## src/psp_pkg.sv

```systemverilog
package psp_pkg;
   // clock rate and documented supply qualification time
   localparam int CLK_MHZ = 100;
   localparam int SUPPLY_QUAL_US = 20;
   localparam int SUPPLY_QUAL_CYC = SUPPLY_QUAL_US * CLK_MHZ;
   // defaults for times with no printed value, in clock cycles
   localparam int SUPPLY_HOLD_CYC_DEF = 200000;
   localparam int CURRENT_HOLD_CYC_DEF = 200000;
   localparam int OC_DELAY_CYC_DEF = 500;
   localparam int SC_DELAY_CYC_DEF = 200;
   localparam int CNT_W = 24;
   localparam logic [CNT_W-1:0] CNT_ZERO = 24'h000000;
   localparam logic [CNT_W-1:0] CNT_ONE = 24'h000001;
   localparam int NUM_LOW = 4;      // low-side channels, last one is the brake
   localparam int BRAKE_IDX = 3;
   localparam logic [NUM_LOW-1:0] LOW_ZERO = 4'h0;

   typedef enum logic [3:0] {
      PSP_RUN = 4'h1,
      PSP_HOLD = 4'h2,
      PSP_LATCH = 4'h4,
      PSP_DEAD = 4'h8
   } psp_state_e;
endpackage

```

## src/psp_qual_if.sv

```systemverilog
`timescale 1ns/1ps
// qualification counter controls between top and qualifier
interface psp_qual_if;
   logic run;
   logic [psp_pkg::CNT_W-1:0] limit;
   logic done;
   modport ctl (output run, output limit, input done);
   modport cnt (input run, input limit, output done);
endinterface

```

## src/psp_qual.sv

```systemverilog
`timescale 1ns/1ps
// counts while run is high, restarts when run drops
module psp_qual (
   // clock and reset
   input wire logic core_clk,
   input wire logic reset_n,
   // control
   psp_qual_if.cnt q
);
   import psp_pkg::*;
   logic [CNT_W-1:0] cnt_r;

   // done once the condition has held limit cycles in a row
   always_ff @(posedge core_clk or negedge reset_n) begin
      if (!reset_n) begin
         cnt_r <= CNT_ZERO;
      end else if (!q.run) begin
         cnt_r <= CNT_ZERO;
      end else if (cnt_r < q.limit) begin
         cnt_r <= cnt_r + CNT_ONE;
      end
   end
   assign q.done = q.run && (cnt_r >= q.limit - CNT_ONE);
endmodule // psp_qual

```

## src/psp_fault_protection.sv

```systemverilog
`timescale 1ns/1ps
// Function
// - ignore supply dips shorter than 20 us
// - 20 us low supply: alarm, switch off
// - supply protection lasts whole hold period
// - resume needs command off and supply good
// - command on after hold: alarm ends, latched
// - one alarm pulse per protection episode
// - startup above 5 V: alarm 20 us later
// - below 5 V alarm released high
// - low-side alarms share one line
// - overcurrent after delay: alarm, soft off
// - overcurrent hold, then resume on command off
// - command off before delay: normal off
// - short circuit: limit now, trip after delay
// - short circuit uses current hold period
// - command off before short delay: no trip
// - protective off slow, command off normal
// - brake fault trips all low-side channels
module psp_fault_protection #(
   parameter int SUPPLY_HOLD_CYC = psp_pkg::SUPPLY_HOLD_CYC_DEF,
   parameter int CURRENT_HOLD_CYC = psp_pkg::CURRENT_HOLD_CYC_DEF,
   parameter int OC_DELAY_CYC = psp_pkg::OC_DELAY_CYC_DEF,
   parameter int SC_DELAY_CYC = psp_pkg::SC_DELAY_CYC_DEF
) (
   // clock and reset
   input wire logic core_clk,
   input wire logic reset_n,
   // pwm command, active low, asynchronous
   input wire logic gate_cmd_n,
   // comparator flags, asynchronous
   input wire logic supply_below_thr,
   input wire logic supply_above_hyst,
   input wire logic supply_operating,
   input wire logic overcurrent_level,
   input wire logic short_circuit_level,
   // low-side group: faults of the other low-side channels, this channel is brake
   input wire logic is_brake,
   input wire logic [psp_pkg::NUM_LOW-1:0] low_fault_in,
   // switch control
   output logic gate_enable,
   output logic soft_off_sel,
   output logic current_limit,
   // alarm and status
   output logic fault_alarm_n,
   output logic fault_active,
   output logic supply_low_protection,
   output logic overcurrent_protection,
   output logic short_circuit_protection
);
   import psp_pkg::*;

   localparam logic [CNT_W-1:0] SUPPLY_QUAL_LIM = CNT_W'(SUPPLY_QUAL_CYC);
   localparam logic [CNT_W-1:0] SUPPLY_HOLD_LIM = CNT_W'(SUPPLY_HOLD_CYC);
   localparam logic [CNT_W-1:0] CURRENT_HOLD_LIM = CNT_W'(CURRENT_HOLD_CYC);
   localparam logic [CNT_W-1:0] OC_DELAY_LIM = CNT_W'(OC_DELAY_CYC);
   localparam logic [CNT_W-1:0] SC_DELAY_LIM = CNT_W'(SC_DELAY_CYC);
   localparam int NSYNC = 6 + NUM_LOW;

   // synchroniser stages
   logic [NSYNC-1:0] sync1_r;
   logic [NSYNC-1:0] sync2_r;
   logic [NSYNC-1:0] raw_in;
   logic cmd_on;
   logic uv_low;
   logic uv_good;
   logic vcc_ok;
   logic oc_hit;
   logic sc_hit;
   logic brake_s;
   logic [NUM_LOW-1:0] low_fault_s;
   // command synchroniser, resets to off so reset never turns the switch on
   logic gate_cmd_n_m;
   logic gate_cmd_n_s;

   // protection state
   psp_state_e state_r;
   psp_state_e state_nxt;
   logic [CNT_W-1:0] hold_r;
   logic [CNT_W-1:0] hold_lim_r;
   logic cause_uv_r;
   logic cause_oc_r;
   logic cause_sc_r;
   logic group_trip;
   logic uv_trip;
   logic oc_trip;
   logic sc_trip;
   logic any_trip;
   logic hold_done;
   logic release_ok;

   psp_qual_if uv_q ();
   psp_qual_if oc_q ();
   psp_qual_if sc_q ();

   assign raw_in = {low_fault_in, is_brake, short_circuit_level, overcurrent_level,
                    supply_operating, supply_above_hyst, supply_below_thr};

   // two flops per input; only sync2 is read by logic
   always_ff @(posedge core_clk or negedge reset_n) begin
      if (!reset_n) begin
         sync1_r <= '0;
         sync2_r <= '0;
      end else begin
         sync1_r <= raw_in;
         sync2_r <= sync1_r;
      end
   end

   // gate command taken low as on; input reads off until synchronised
   assign cmd_on = ~gate_cmd_n_s;
   always_ff @(posedge core_clk or negedge reset_n) begin
      if (!reset_n) begin
         gate_cmd_n_m <= 1'b1;
         gate_cmd_n_s <= 1'b1;
      end else begin
         gate_cmd_n_m <= gate_cmd_n;
         gate_cmd_n_s <= gate_cmd_n_m;
      end
   end

   assign uv_low = sync2_r[0];
   assign uv_good = sync2_r[1];
   assign vcc_ok = sync2_r[2];
   assign oc_hit = sync2_r[3];
   assign sc_hit = sync2_r[4];
   assign brake_s = sync2_r[5];
   assign low_fault_s = sync2_r[NSYNC-1:6];

   // qualification timers: a dip shorter than the limit restarts the count
   assign uv_q.run = vcc_ok && uv_low;
   assign uv_q.limit = SUPPLY_QUAL_LIM;
   assign oc_q.run = oc_hit && cmd_on && (state_r == PSP_RUN);
   assign oc_q.limit = OC_DELAY_LIM;
   assign sc_q.run = sc_hit && cmd_on && (state_r == PSP_RUN);
   assign sc_q.limit = SC_DELAY_LIM;

   psp_qual u_uv_qual (
      .core_clk(core_clk),
      .reset_n(reset_n),
      .q(uv_q.cnt)
   );
   psp_qual u_oc_qual (
      .core_clk(core_clk),
      .reset_n(reset_n),
      .q(oc_q.cnt)
   );
   psp_qual u_sc_qual (
      .core_clk(core_clk),
      .reset_n(reset_n),
      .q(sc_q.cnt)
   );

   // brake channel is tripped only by brake faults; others also by any low-side fault
   always_comb begin
      group_trip = 1'b0;
      if (is_brake_sel(brake_s)) begin
         group_trip = low_fault_s[BRAKE_IDX];
      end else begin
         group_trip = |low_fault_s;
      end
   end

   function automatic logic is_brake_sel(input logic b);
      return b;
   endfunction

   assign uv_trip = uv_q.done;
   assign oc_trip = oc_q.done;
   assign sc_trip = sc_q.done;
   assign any_trip = uv_trip || oc_trip || sc_trip || group_trip;
   assign hold_done = (hold_r >= hold_lim_r);
   // release once hold ends with command off and supply good again
   assign release_ok = !cmd_on && (!cause_uv_r || uv_good);

   // episode sequencer
   always_comb begin
      state_nxt = state_r;
      case (state_r)
         PSP_RUN: begin
            if (!vcc_ok) begin
               state_nxt = PSP_DEAD;
            end else if (any_trip) begin
               state_nxt = PSP_HOLD;
            end
         end
         PSP_HOLD: begin
            if (!vcc_ok) begin
               state_nxt = PSP_DEAD;
            end else if (hold_done) begin
               state_nxt = release_ok ? PSP_RUN : PSP_LATCH;
            end
         end
         PSP_LATCH: begin
            if (!vcc_ok) begin
               state_nxt = PSP_DEAD;
            end else if (release_ok) begin
               state_nxt = PSP_RUN;
            end
         end
         PSP_DEAD: begin
            if (vcc_ok) begin
               state_nxt = PSP_RUN;
            end
         end
         default: begin
            state_nxt = PSP_DEAD;
         end
      endcase
   end

   // state register; start dead until supply reaches operating level
   always_ff @(posedge core_clk or negedge reset_n) begin
      if (!reset_n) begin
         state_r <= PSP_DEAD;
      end else begin
         state_r <= state_nxt;
      end
   end

   // hold counter and its length, chosen by cause at trip time
   always_ff @(posedge core_clk or negedge reset_n) begin
      if (!reset_n) begin
         hold_r <= CNT_ZERO;
         hold_lim_r <= SUPPLY_HOLD_LIM;
      end else if (state_r == PSP_RUN && state_nxt == PSP_HOLD) begin
         hold_r <= CNT_ONE;
         // current faults use the current hold period
         hold_lim_r <= uv_trip ? SUPPLY_HOLD_LIM : CURRENT_HOLD_LIM;
      end else if (state_r == PSP_HOLD && !hold_done) begin
         hold_r <= hold_r + CNT_ONE;
      end
   end

   // cause flags, cleared when the episode ends
   always_ff @(posedge core_clk or negedge reset_n) begin
      if (!reset_n) begin
         cause_uv_r <= 1'b0;
         cause_oc_r <= 1'b0;
         cause_sc_r <= 1'b0;
      end else if (state_nxt == PSP_RUN || state_nxt == PSP_DEAD) begin
         cause_uv_r <= 1'b0;
         cause_oc_r <= 1'b0;
         cause_sc_r <= 1'b0;
      end else if (state_r == PSP_RUN) begin
         cause_uv_r <= uv_trip;
         cause_oc_r <= oc_trip || (group_trip && !uv_trip && !sc_trip);
         cause_sc_r <= sc_trip;
      end else if (uv_trip) begin
         cause_uv_r <= 1'b1; // a later supply dip still needs good supply to release
      end
   end

   // outputs, all registered
   always_ff @(posedge core_clk or negedge reset_n) begin
      if (!reset_n) begin
         gate_enable <= 1'b0;
         soft_off_sel <= 1'b0;
         current_limit <= 1'b0;
         fault_alarm_n <= 1'b1;
         fault_active <= 1'b0;
         supply_low_protection <= 1'b0;
         overcurrent_protection <= 1'b0;
         short_circuit_protection <= 1'b0;
      end else begin
         // command-driven off is normal speed, protective off selects slow path
         gate_enable <= (state_nxt == PSP_RUN) && cmd_on;
         soft_off_sel <= (state_nxt == PSP_HOLD) || (state_nxt == PSP_LATCH);
         current_limit <= sc_hit && (state_r == PSP_RUN);
         // one pulse per episode, released early if the supply collapses
         fault_alarm_n <= !(state_nxt == PSP_HOLD);
         fault_active <= (state_nxt == PSP_HOLD) || (state_nxt == PSP_LATCH);
         supply_low_protection <= cause_uv_r || (state_r == PSP_RUN && uv_trip);
         overcurrent_protection <= cause_oc_r || (state_r == PSP_RUN && oc_trip);
         short_circuit_protection <= cause_sc_r || (state_r == PSP_RUN && sc_trip);
      end
   end
endmodule // psp_fault_protection

```

## config.mk

```make
export PLATFORM = sky130hd
export DESIGN_NAME = psp_fault_protection
export DESIGN_NICKNAME = d
export VERILOG_FILES = /design/src/psp_pkg.sv /design/src/psp_qual_if.sv /design/src/psp_qual.sv /design/src/psp_fault_protection.sv
export SDC_FILE = /design/constraint.sdc
export NUM_CORES = 1
export LEC_CHECK = 0
export ABC_CLOCK_PERIOD_IN_PS = 3180
export BUFFER_PORTS_ARGS = -buffer_cell sky130_fd_sc_hd__buf_2
export CAP_MARGIN = 30
export CORE_ASPECT_RATIO = 1.1
export CORE_UTILIZATION = 47
export DETAILED_ROUTE_END_ITERATION = 12
export PLACE_DENSITY = 0.66
export SLEW_MARGIN = 10
export SYNTH_ARGS = -nofsm -noshare
export SYNTH_HDL_FRONTEND = slang
export SYNTH_SLANG_ARGS = --single-unit
export TNS_END_PERCENT = 50
```

## constraint.sdc

```tcl
create_clock -name core_clk -period 3.18 [get_ports core_clk]
set_input_delay 0.159 -clock core_clk [delete_from_list [all_inputs] [get_ports core_clk]]
set_output_delay 0.159 -clock core_clk [all_outputs]
set_load 0.01 [all_outputs]
```

After elaboration in Yosys (flattened, before gate mapping)
Cells that the tools add are included.
{ "op_classes": {"add_sub_neg": 4, "mux": 25, "n_lt_le_gt_ge": 7, "bitwise": 1, "n_reduce_logical": 37, "n_eq_ne": 11} }
{ "op_table": {"columns": ["op", "n"], "rows": [
  ["24-bit two-way mux", 8],
  ["24-bit by 1-bit adder with 24-bit output, second input constant", 4],
  ["4-bit two-way mux", 7],
  ["24-bit by 11-bit greater-or-equal comparator with 1-bit output, second input constant", 1],
  ["24-bit by 18-bit greater-or-equal comparator with 1-bit output, second input constant", 1],
  ["24-bit by 8-bit greater-or-equal comparator with 1-bit output, second input constant", 1],
  ["24-bit by 9-bit greater-or-equal comparator with 1-bit output, second input constant", 1],
  ["24-bit by 11-bit < comparator with 1-bit output, second input constant", 1],
  ["24-bit by 8-bit < comparator with 1-bit output, second input constant", 1],
  ["24-bit by 9-bit < comparator with 1-bit output, second input constant", 1],
  ["1-bit logical AND", 18],
  ["4-bit one-hot mux with 4 select lines", 1],
  ["1-bit logical OR", 10],
  ["4-bit by 1-bit equality test with 1-bit output, second input constant", 2],
  ["4-bit by 2-bit equality test with 1-bit output, second input constant", 2],
  ["4-bit by 3-bit equality test with 1-bit output, second input constant", 2],
  ["4-bit equality test, second input constant", 2],
  ["1-bit two-way mux", 8],
  ["2-bit inequality test, second input constant", 3],
  ["1-bit logical NOT", 5],
  ["2-bit nonzero test", 2],
  ["4-bit OR reduction", 1],
  ["3-bit two-way mux", 1],
  ["3-bit nonzero test", 1],
  ["1-bit NOT", 1]
]} }
{ "totals": {"in_bits": 13, "out_inout_bits": 8, "register_bits": 132} }

Depth between registers and ports, before layout
{ "logic_depth": {"depth_word": 13, "mapped_depth": 9, "depth_no_buf": 7} }

Cells and area by module
Synthesis repeated with hierarchy kept, for this count alone.
{ "hier_totals": {"cells_unflattened": 1226, "hier_area_um2": 10911.7} }
{ "by_module_without_submodules": {"columns": ["module", "instances", "cells_per_inst", "seq_area_each_um2", "area_each_um2"], "rows": [
  ["psp_qual at u_uv_qual", 1, 345, 600.6, 2914.0],
  ["psp_qual at u_sc_qual", 1, 331, 600.6, 2745.1],
  ["psp_qual at u_oc_qual", 1, 325, 600.6, 2742.6],
  ["psp_fault_protection", 1, 225, 1506.4, 2509.9]
]} }

Worst setup path before layout
Ideal clock, no wire load.
{ "synth_path": {"path_type": "register to register", "start": "reg state_r[3]", "end": "reg hold_r[17]", "setup_time_ns": 0.119, "path_slack_ns": 0.936, "period_less_slack_ns": 2.244, "path_stages_with_launch": 9, "t_arrival_ns": 2.125, "required_ns": 3.061, "cell_sequence": "dfstp_2 -> buf_4 -> or4b_1 -> buf_2 -> nor3b_4 -> o21ai_2 -> a41oi_4 -> buf_6 -> o21ba_1"} }
{ "synth_via": {"elab_chain_len": 12, "elab_cells_between_ends": 24, "classes_between": "eq/ne: 5; mux: 9; reduce/logical: 10"} }
{ "synth_rtl": {"columns": ["element", "line_no", "source"], "rows": [
  ["start: declaration", "psp_fault_protection.sv:77", "psp_state_e state_r;"],
  ["start signal: assignment", "psp_fault_protection.sv:217", "state_r <= state_nxt;"],
  ["4-bit by 1-bit equality test with 1-bit output", null, null],
  ["1-bit logical AND", "psp_fault_protection.sv:133", "assign oc_q.run = oc_hit && cmd_on && (state_r == PSP_RUN);"],
  ["1-bit logical AND", "psp_qual.sv:23", "assign q.done = q.run && (cnt_r >= q.limit - CNT_ONE);"],
  ["1-bit logical OR (3 in a row)", "psp_fault_protection.sv:171", "assign any_trip = uv_trip || oc_trip || sc_trip || group_trip;"],
  ["4-bit two-way mux", "psp_fault_protection.sv:183", "end else if (any_trip) begin"],
  ["4-bit two-way mux", "psp_fault_protection.sv:181", "if (!vcc_ok) begin"],
  ["4-bit one-hot mux with 4 select lines", "psp_fault_protection.sv:179", "case (state_r)"],
  ["4-bit by 2-bit equality test with 1-bit output", "psp_fault_protection.sv:226", "end else if (state_r == PSP_RUN && state_nxt == PSP_HOLD) begin"],
  ["1-bit logical AND", "psp_fault_protection.sv:226", null],
  ["24-bit two-way mux or 2-bit nonzero test (tied branches)", null, null],
  ["end signal: assignment", "psp_fault_protection.sv:231", "hold_r <= hold_r + CNT_ONE;"],
  ["end: declaration", "psp_fault_protection.sv:79", "logic [CNT_W-1:0] hold_r;"]
]} }
Parallel ways exist; a longest one is shown, timed or not.
A chain may end at the register's enable or synchronous reset.

Final worst setup path
{ "layout_path": {"start": "reg state_r[1]", "end": "reg cause_oc_r"} }
{ "layout_via": {"elab_chain_len": 12, "elab_cells_between_ends": 28, "classes_between": "eq/ne: 6; mux: 10; reduce/logical: 12"} }
{ "layout_rtl": {"columns": ["element", "line_no", "source"], "rows": [
  ["4-bit by 1-bit equality test with 1-bit output", null, null],
  ["1-bit logical AND", "psp_fault_protection.sv:133", null],
  ["1-bit logical AND", "psp_qual.sv:23", null],
  ["1-bit logical OR (3 in a row)", "psp_fault_protection.sv:171", null],
  ["4-bit two-way mux", "psp_fault_protection.sv:183", null],
  ["4-bit two-way mux", "psp_fault_protection.sv:181", null],
  ["4-bit one-hot mux with 4 select lines", "psp_fault_protection.sv:179", null],
  ["4-bit by 1-bit equality test with 1-bit output or 4-bit equality test (tied branches)", "psp_fault_protection.sv:241", "end else if (state_nxt == PSP_RUN || state_nxt == PSP_DEAD) begin"],
  ["1-bit logical OR", "psp_fault_protection.sv:241", null],
  ["1-bit two-way mux or 2-bit nonzero test (tied branches)", null, null],
  ["end signal: assignment", "psp_fault_protection.sv:247", "cause_oc_r <= oc_trip || (group_trip && !uv_trip && !sc_trip);"],
  ["end: declaration", "psp_fault_protection.sv:82", "logic cause_oc_r;"]
]} }
Parallel ways exist; a longest one is shown, timed or not. The select of a mux whose other input is x is not followed.

==> impl_metrics.json <==
{
  "drt_first_iter_violations": 318,
  "r2r_setup_slack_ns": 0.51,
  "p_int_uw": 3016,
  "power.density_mw_per_mm2": 602.4,
  "timing.setup.tns_ns": 0,
  "slew_viol_final": 0,
  "cp.required_ns": 3.51,
  "netlist_instances": 513,
  "slew_headroom_pct": 50.92,
  "slowest_delay_ns": 0.71,
  "rr_worst_depth": 7,
  "drc": 0,
  "synth_cell_types": 57,
  "p_leak_uw": 0.002972,
  "yosys_most_used_dff": "dfrtp_1",
  "io_buffers": 20,
  "rows": 41,
  "path_clk_slew_ns": 0.06,
  "rr_endpoint": "cause_oc_r",
  "syn-num-nets": 531,
  "first_pass_iters": 4,
  "post-synth-top-area-fraction_pct": 56.80,
  "vias_per_cell": 5.473,
  "finalClockSkew_ns": 0.007887,
  "num-fill-cells": 993,
  "worstSetupStartpointType": "flop",
  "path_max_fanout": 26,
  "finalHoldViolations": 0,
  "swShare_pct": 24.49,
  "avgRoutedWirePerCell_um": 14.81,
  "outcome": "finished, final reports clean",
  "worst_slack_ns": 0.5098,
  "chipWidth_um": 106.4,
  "synth_top_area_cell": "dfrtp_1",
  "core_area_mm2": 0.01159,
  "grt_pass1_wl_mm": 17.53,
  "clkLatencyLatePin_ns": 0.42,
  "ys_async_sr_fraction_pct": 100.0,
  "yosys-top-cells-area": "dfrtp_1 57%, nor2_1 4.5%, and3_1 2.7%",
  "fmaxAchievable_mhz": 374.5,
  "mostFrequentLayoutCells": "128 x dfrtp_1, 67 x nor2_1, 25 x a21oi_1",
  "antenna_found_initial": 0,
  "critPathArrivalTime_ns": 3.00,
  "combPwrFrac_pct": 5.5,
  "clock-root-buffer": "clkbuf_16",
  "worstReg2RegStart": "state_r[1]",
  "critical_path.cell_chain": "or4b_1 -> nor3b_4 -> o21ai_2 -> a41oi_4 -> buf_4 -> a311oi_2 -> a311oi_2",
  "rsz0062_at_grt": "no",
  "gp_congestion": 0.8085,
  "netlist_area_mm2": 0.005639,
  "setup_viol": 0,
  "grt_max_degree": 102,
  "place_ws_ns": 0.4936,
  "min_period_over_period_pct": 83.97,
  "synth-edff-count": 0,
  "drive_above_1_share_pct": 12.90,
  "antenna_cells": 0,
  "cts_max_path_buffers": 2,
  "grt-ovfl-total": 0,
  "end_kind": "flop",
  "numCtsBuffers": 17,
  "total_power_uw": 3994,
  "slowest_stage": "or4b_1",
  "area_delta_synth_final_pct": 17.57,
  "grt_pass1_vias": 3720,
  "via_count": 3919,
  "hp-class": "in2async",
  "cts.sinks": 132,
  "io_pins": 21,
  "pwr-share-clk_pct": 49.9,
  "track_usage_pct": 18.24,
  "start_util_pct": 48.64,
  "die_h_um": 116.9,
  "path_common_cell": "a311oi_2",
  "p_seq_share_pct": 44.6,
  "nNetsFinal": 571,
  "die_area_mm2": 0.01244,
  "ant_nets": 0,
  "syn-mean-instance-area_um2": 10.99,
  "ys_ff_latch": 132,
  "p_sw_uw": 978.2,
  "routed_wl_mm": 10.60,
  "cts_tree": "yes",
  "irDropWorstVdd_uv": 384.3,
  "yosysSeqAreaShare_pct": 58.66,
  "maxCapViolCount": 0,
  "worstSetupPathType": "reg2reg",
  "synth_warnings": 0,
  "layout_min_cycle_time_ns": 2.670,
  "finish.utilization_pct": 57.19,
  "dp_hpwl_mm": 6.805,
  "htree_levels": 4,
  "cts_resized": 0,
  "layout_commonest_cell": "dfrtp_1",
  "worstMarginPinSlew_ns": 0.7362
}
-- cell families after synthesis --
group	share of synthesized area [%]
fa+ha+maj	1.109
buf+inv	2.241
xor+xnor	4.504
simple gates	22.39
compound gates	10.38
flops	58.66
mux	0.7100
-- critical path: cells and delay by family (launching register included) --
family | cells | cell delay, ns
compound gates | 4 | 0.70
simple gates | 2 | 1.09
flops | 1 | 0.47
buf+inv | 1 | 0.31
-- synth_stat cells (all sizes together) (2+ instances only) --
cell    instances
dfrtp         128
nor2           67
a21oi          26
and3           24
nand2          23
nand3          20
xnor2          17
and2           14
o21ai          14
nor3           13
nor4           13
xor2           12
clkbuf         11
inv            11
nand4          10
or3            10
nor2b           9
a31oi           8
and4            8
nor3b           7
a41oi           6
buf             6
ha              5
o21a            5
dfstp           4
mux2i           4
nand2b          4
o21bai          4
a311oi          3
a211oi          2
a21o            2
o211a           2
o211ai          2
o21ba           2
o311ai          2
or4             2
or4b            2
-- power groups by stage --
stage	clock, uW	sequential [uW]	combinational (uW)
global route	2100	1790	252
floorplan	0	1790	153
CTS	2030	1780	224
detailed placement	0	1810	212
finish	1990	1780	220
global placement	0	1810	206
-- area by class of cell --
class | instances | area (um2) | area share (%)
clock buffers | 17 | 425.4 | 6.416
clock inverters | 15 | 182.7 | 2.755
inverters | 11 | 41.29 | 0.6228
multi-input cells | 353 | 2205 | 33.25
flip-flops and latches | 132 | 3308 | 49.90
well taps | 150 | 187.7 | 2.831
repair buffers | 38 | 280.3 | 4.227
-- what timing repair did --
item / CTS / global route
setup buffers: 0 / 0
hold endpoints to repair: 42 / 0
hold buffers: 12 / 0
-- per-stage QoR --
stage               hold slack, ns  instances  area, um2
floorplan                  -0.1366        513       5639
global placement            0.1229        672       5902
detailed placement          0.1232        672       5902
CTS                         0.2145        716       6630
global route                0.2521        716       6630
finish                      0.2173        716       6630
-- registers in the layout, indices dropped and copies added (netlist names), 4 cells and up --
register and flops:
hold_r 24, state_r 4, sync1_r 10, sync2_r 10, u_oc_qual.cnt_r 24, u_sc_qual.cnt_r 24, u_uv_qual.cnt_r 24
-- per-layer routing --
layer | vias to the layer above | GRT usage [%] | routed length, um
met3 | 20 | 4.707 | 340
met1 | 1926 | 24.09 | 5038
li1 | 1909 | - | -
met4 | 0 | 8.950 | 189
met2 | 64 | 28.27 | 5034
met5 | - | 0 | 0
-- worst max-delay path by stage --
stage	from	end	slack [ns]	cells after the start
floorplan	state_r[3]	hold_r[17]	0.94	8
detailed placement	state_r[1]	cause_oc_r	0.49	7
CTS	state_r[1]	cause_oc_r	0.48	7
global route	state_r[1]	u_sc_qual.cnt_r[9]	0.31	6
finish	state_r[1]	cause_oc_r	0.51	7
global placement	state_r[1]	u_sc_qual.cnt_r[9]	0.62	6
(Power assumes the default switching activity.)
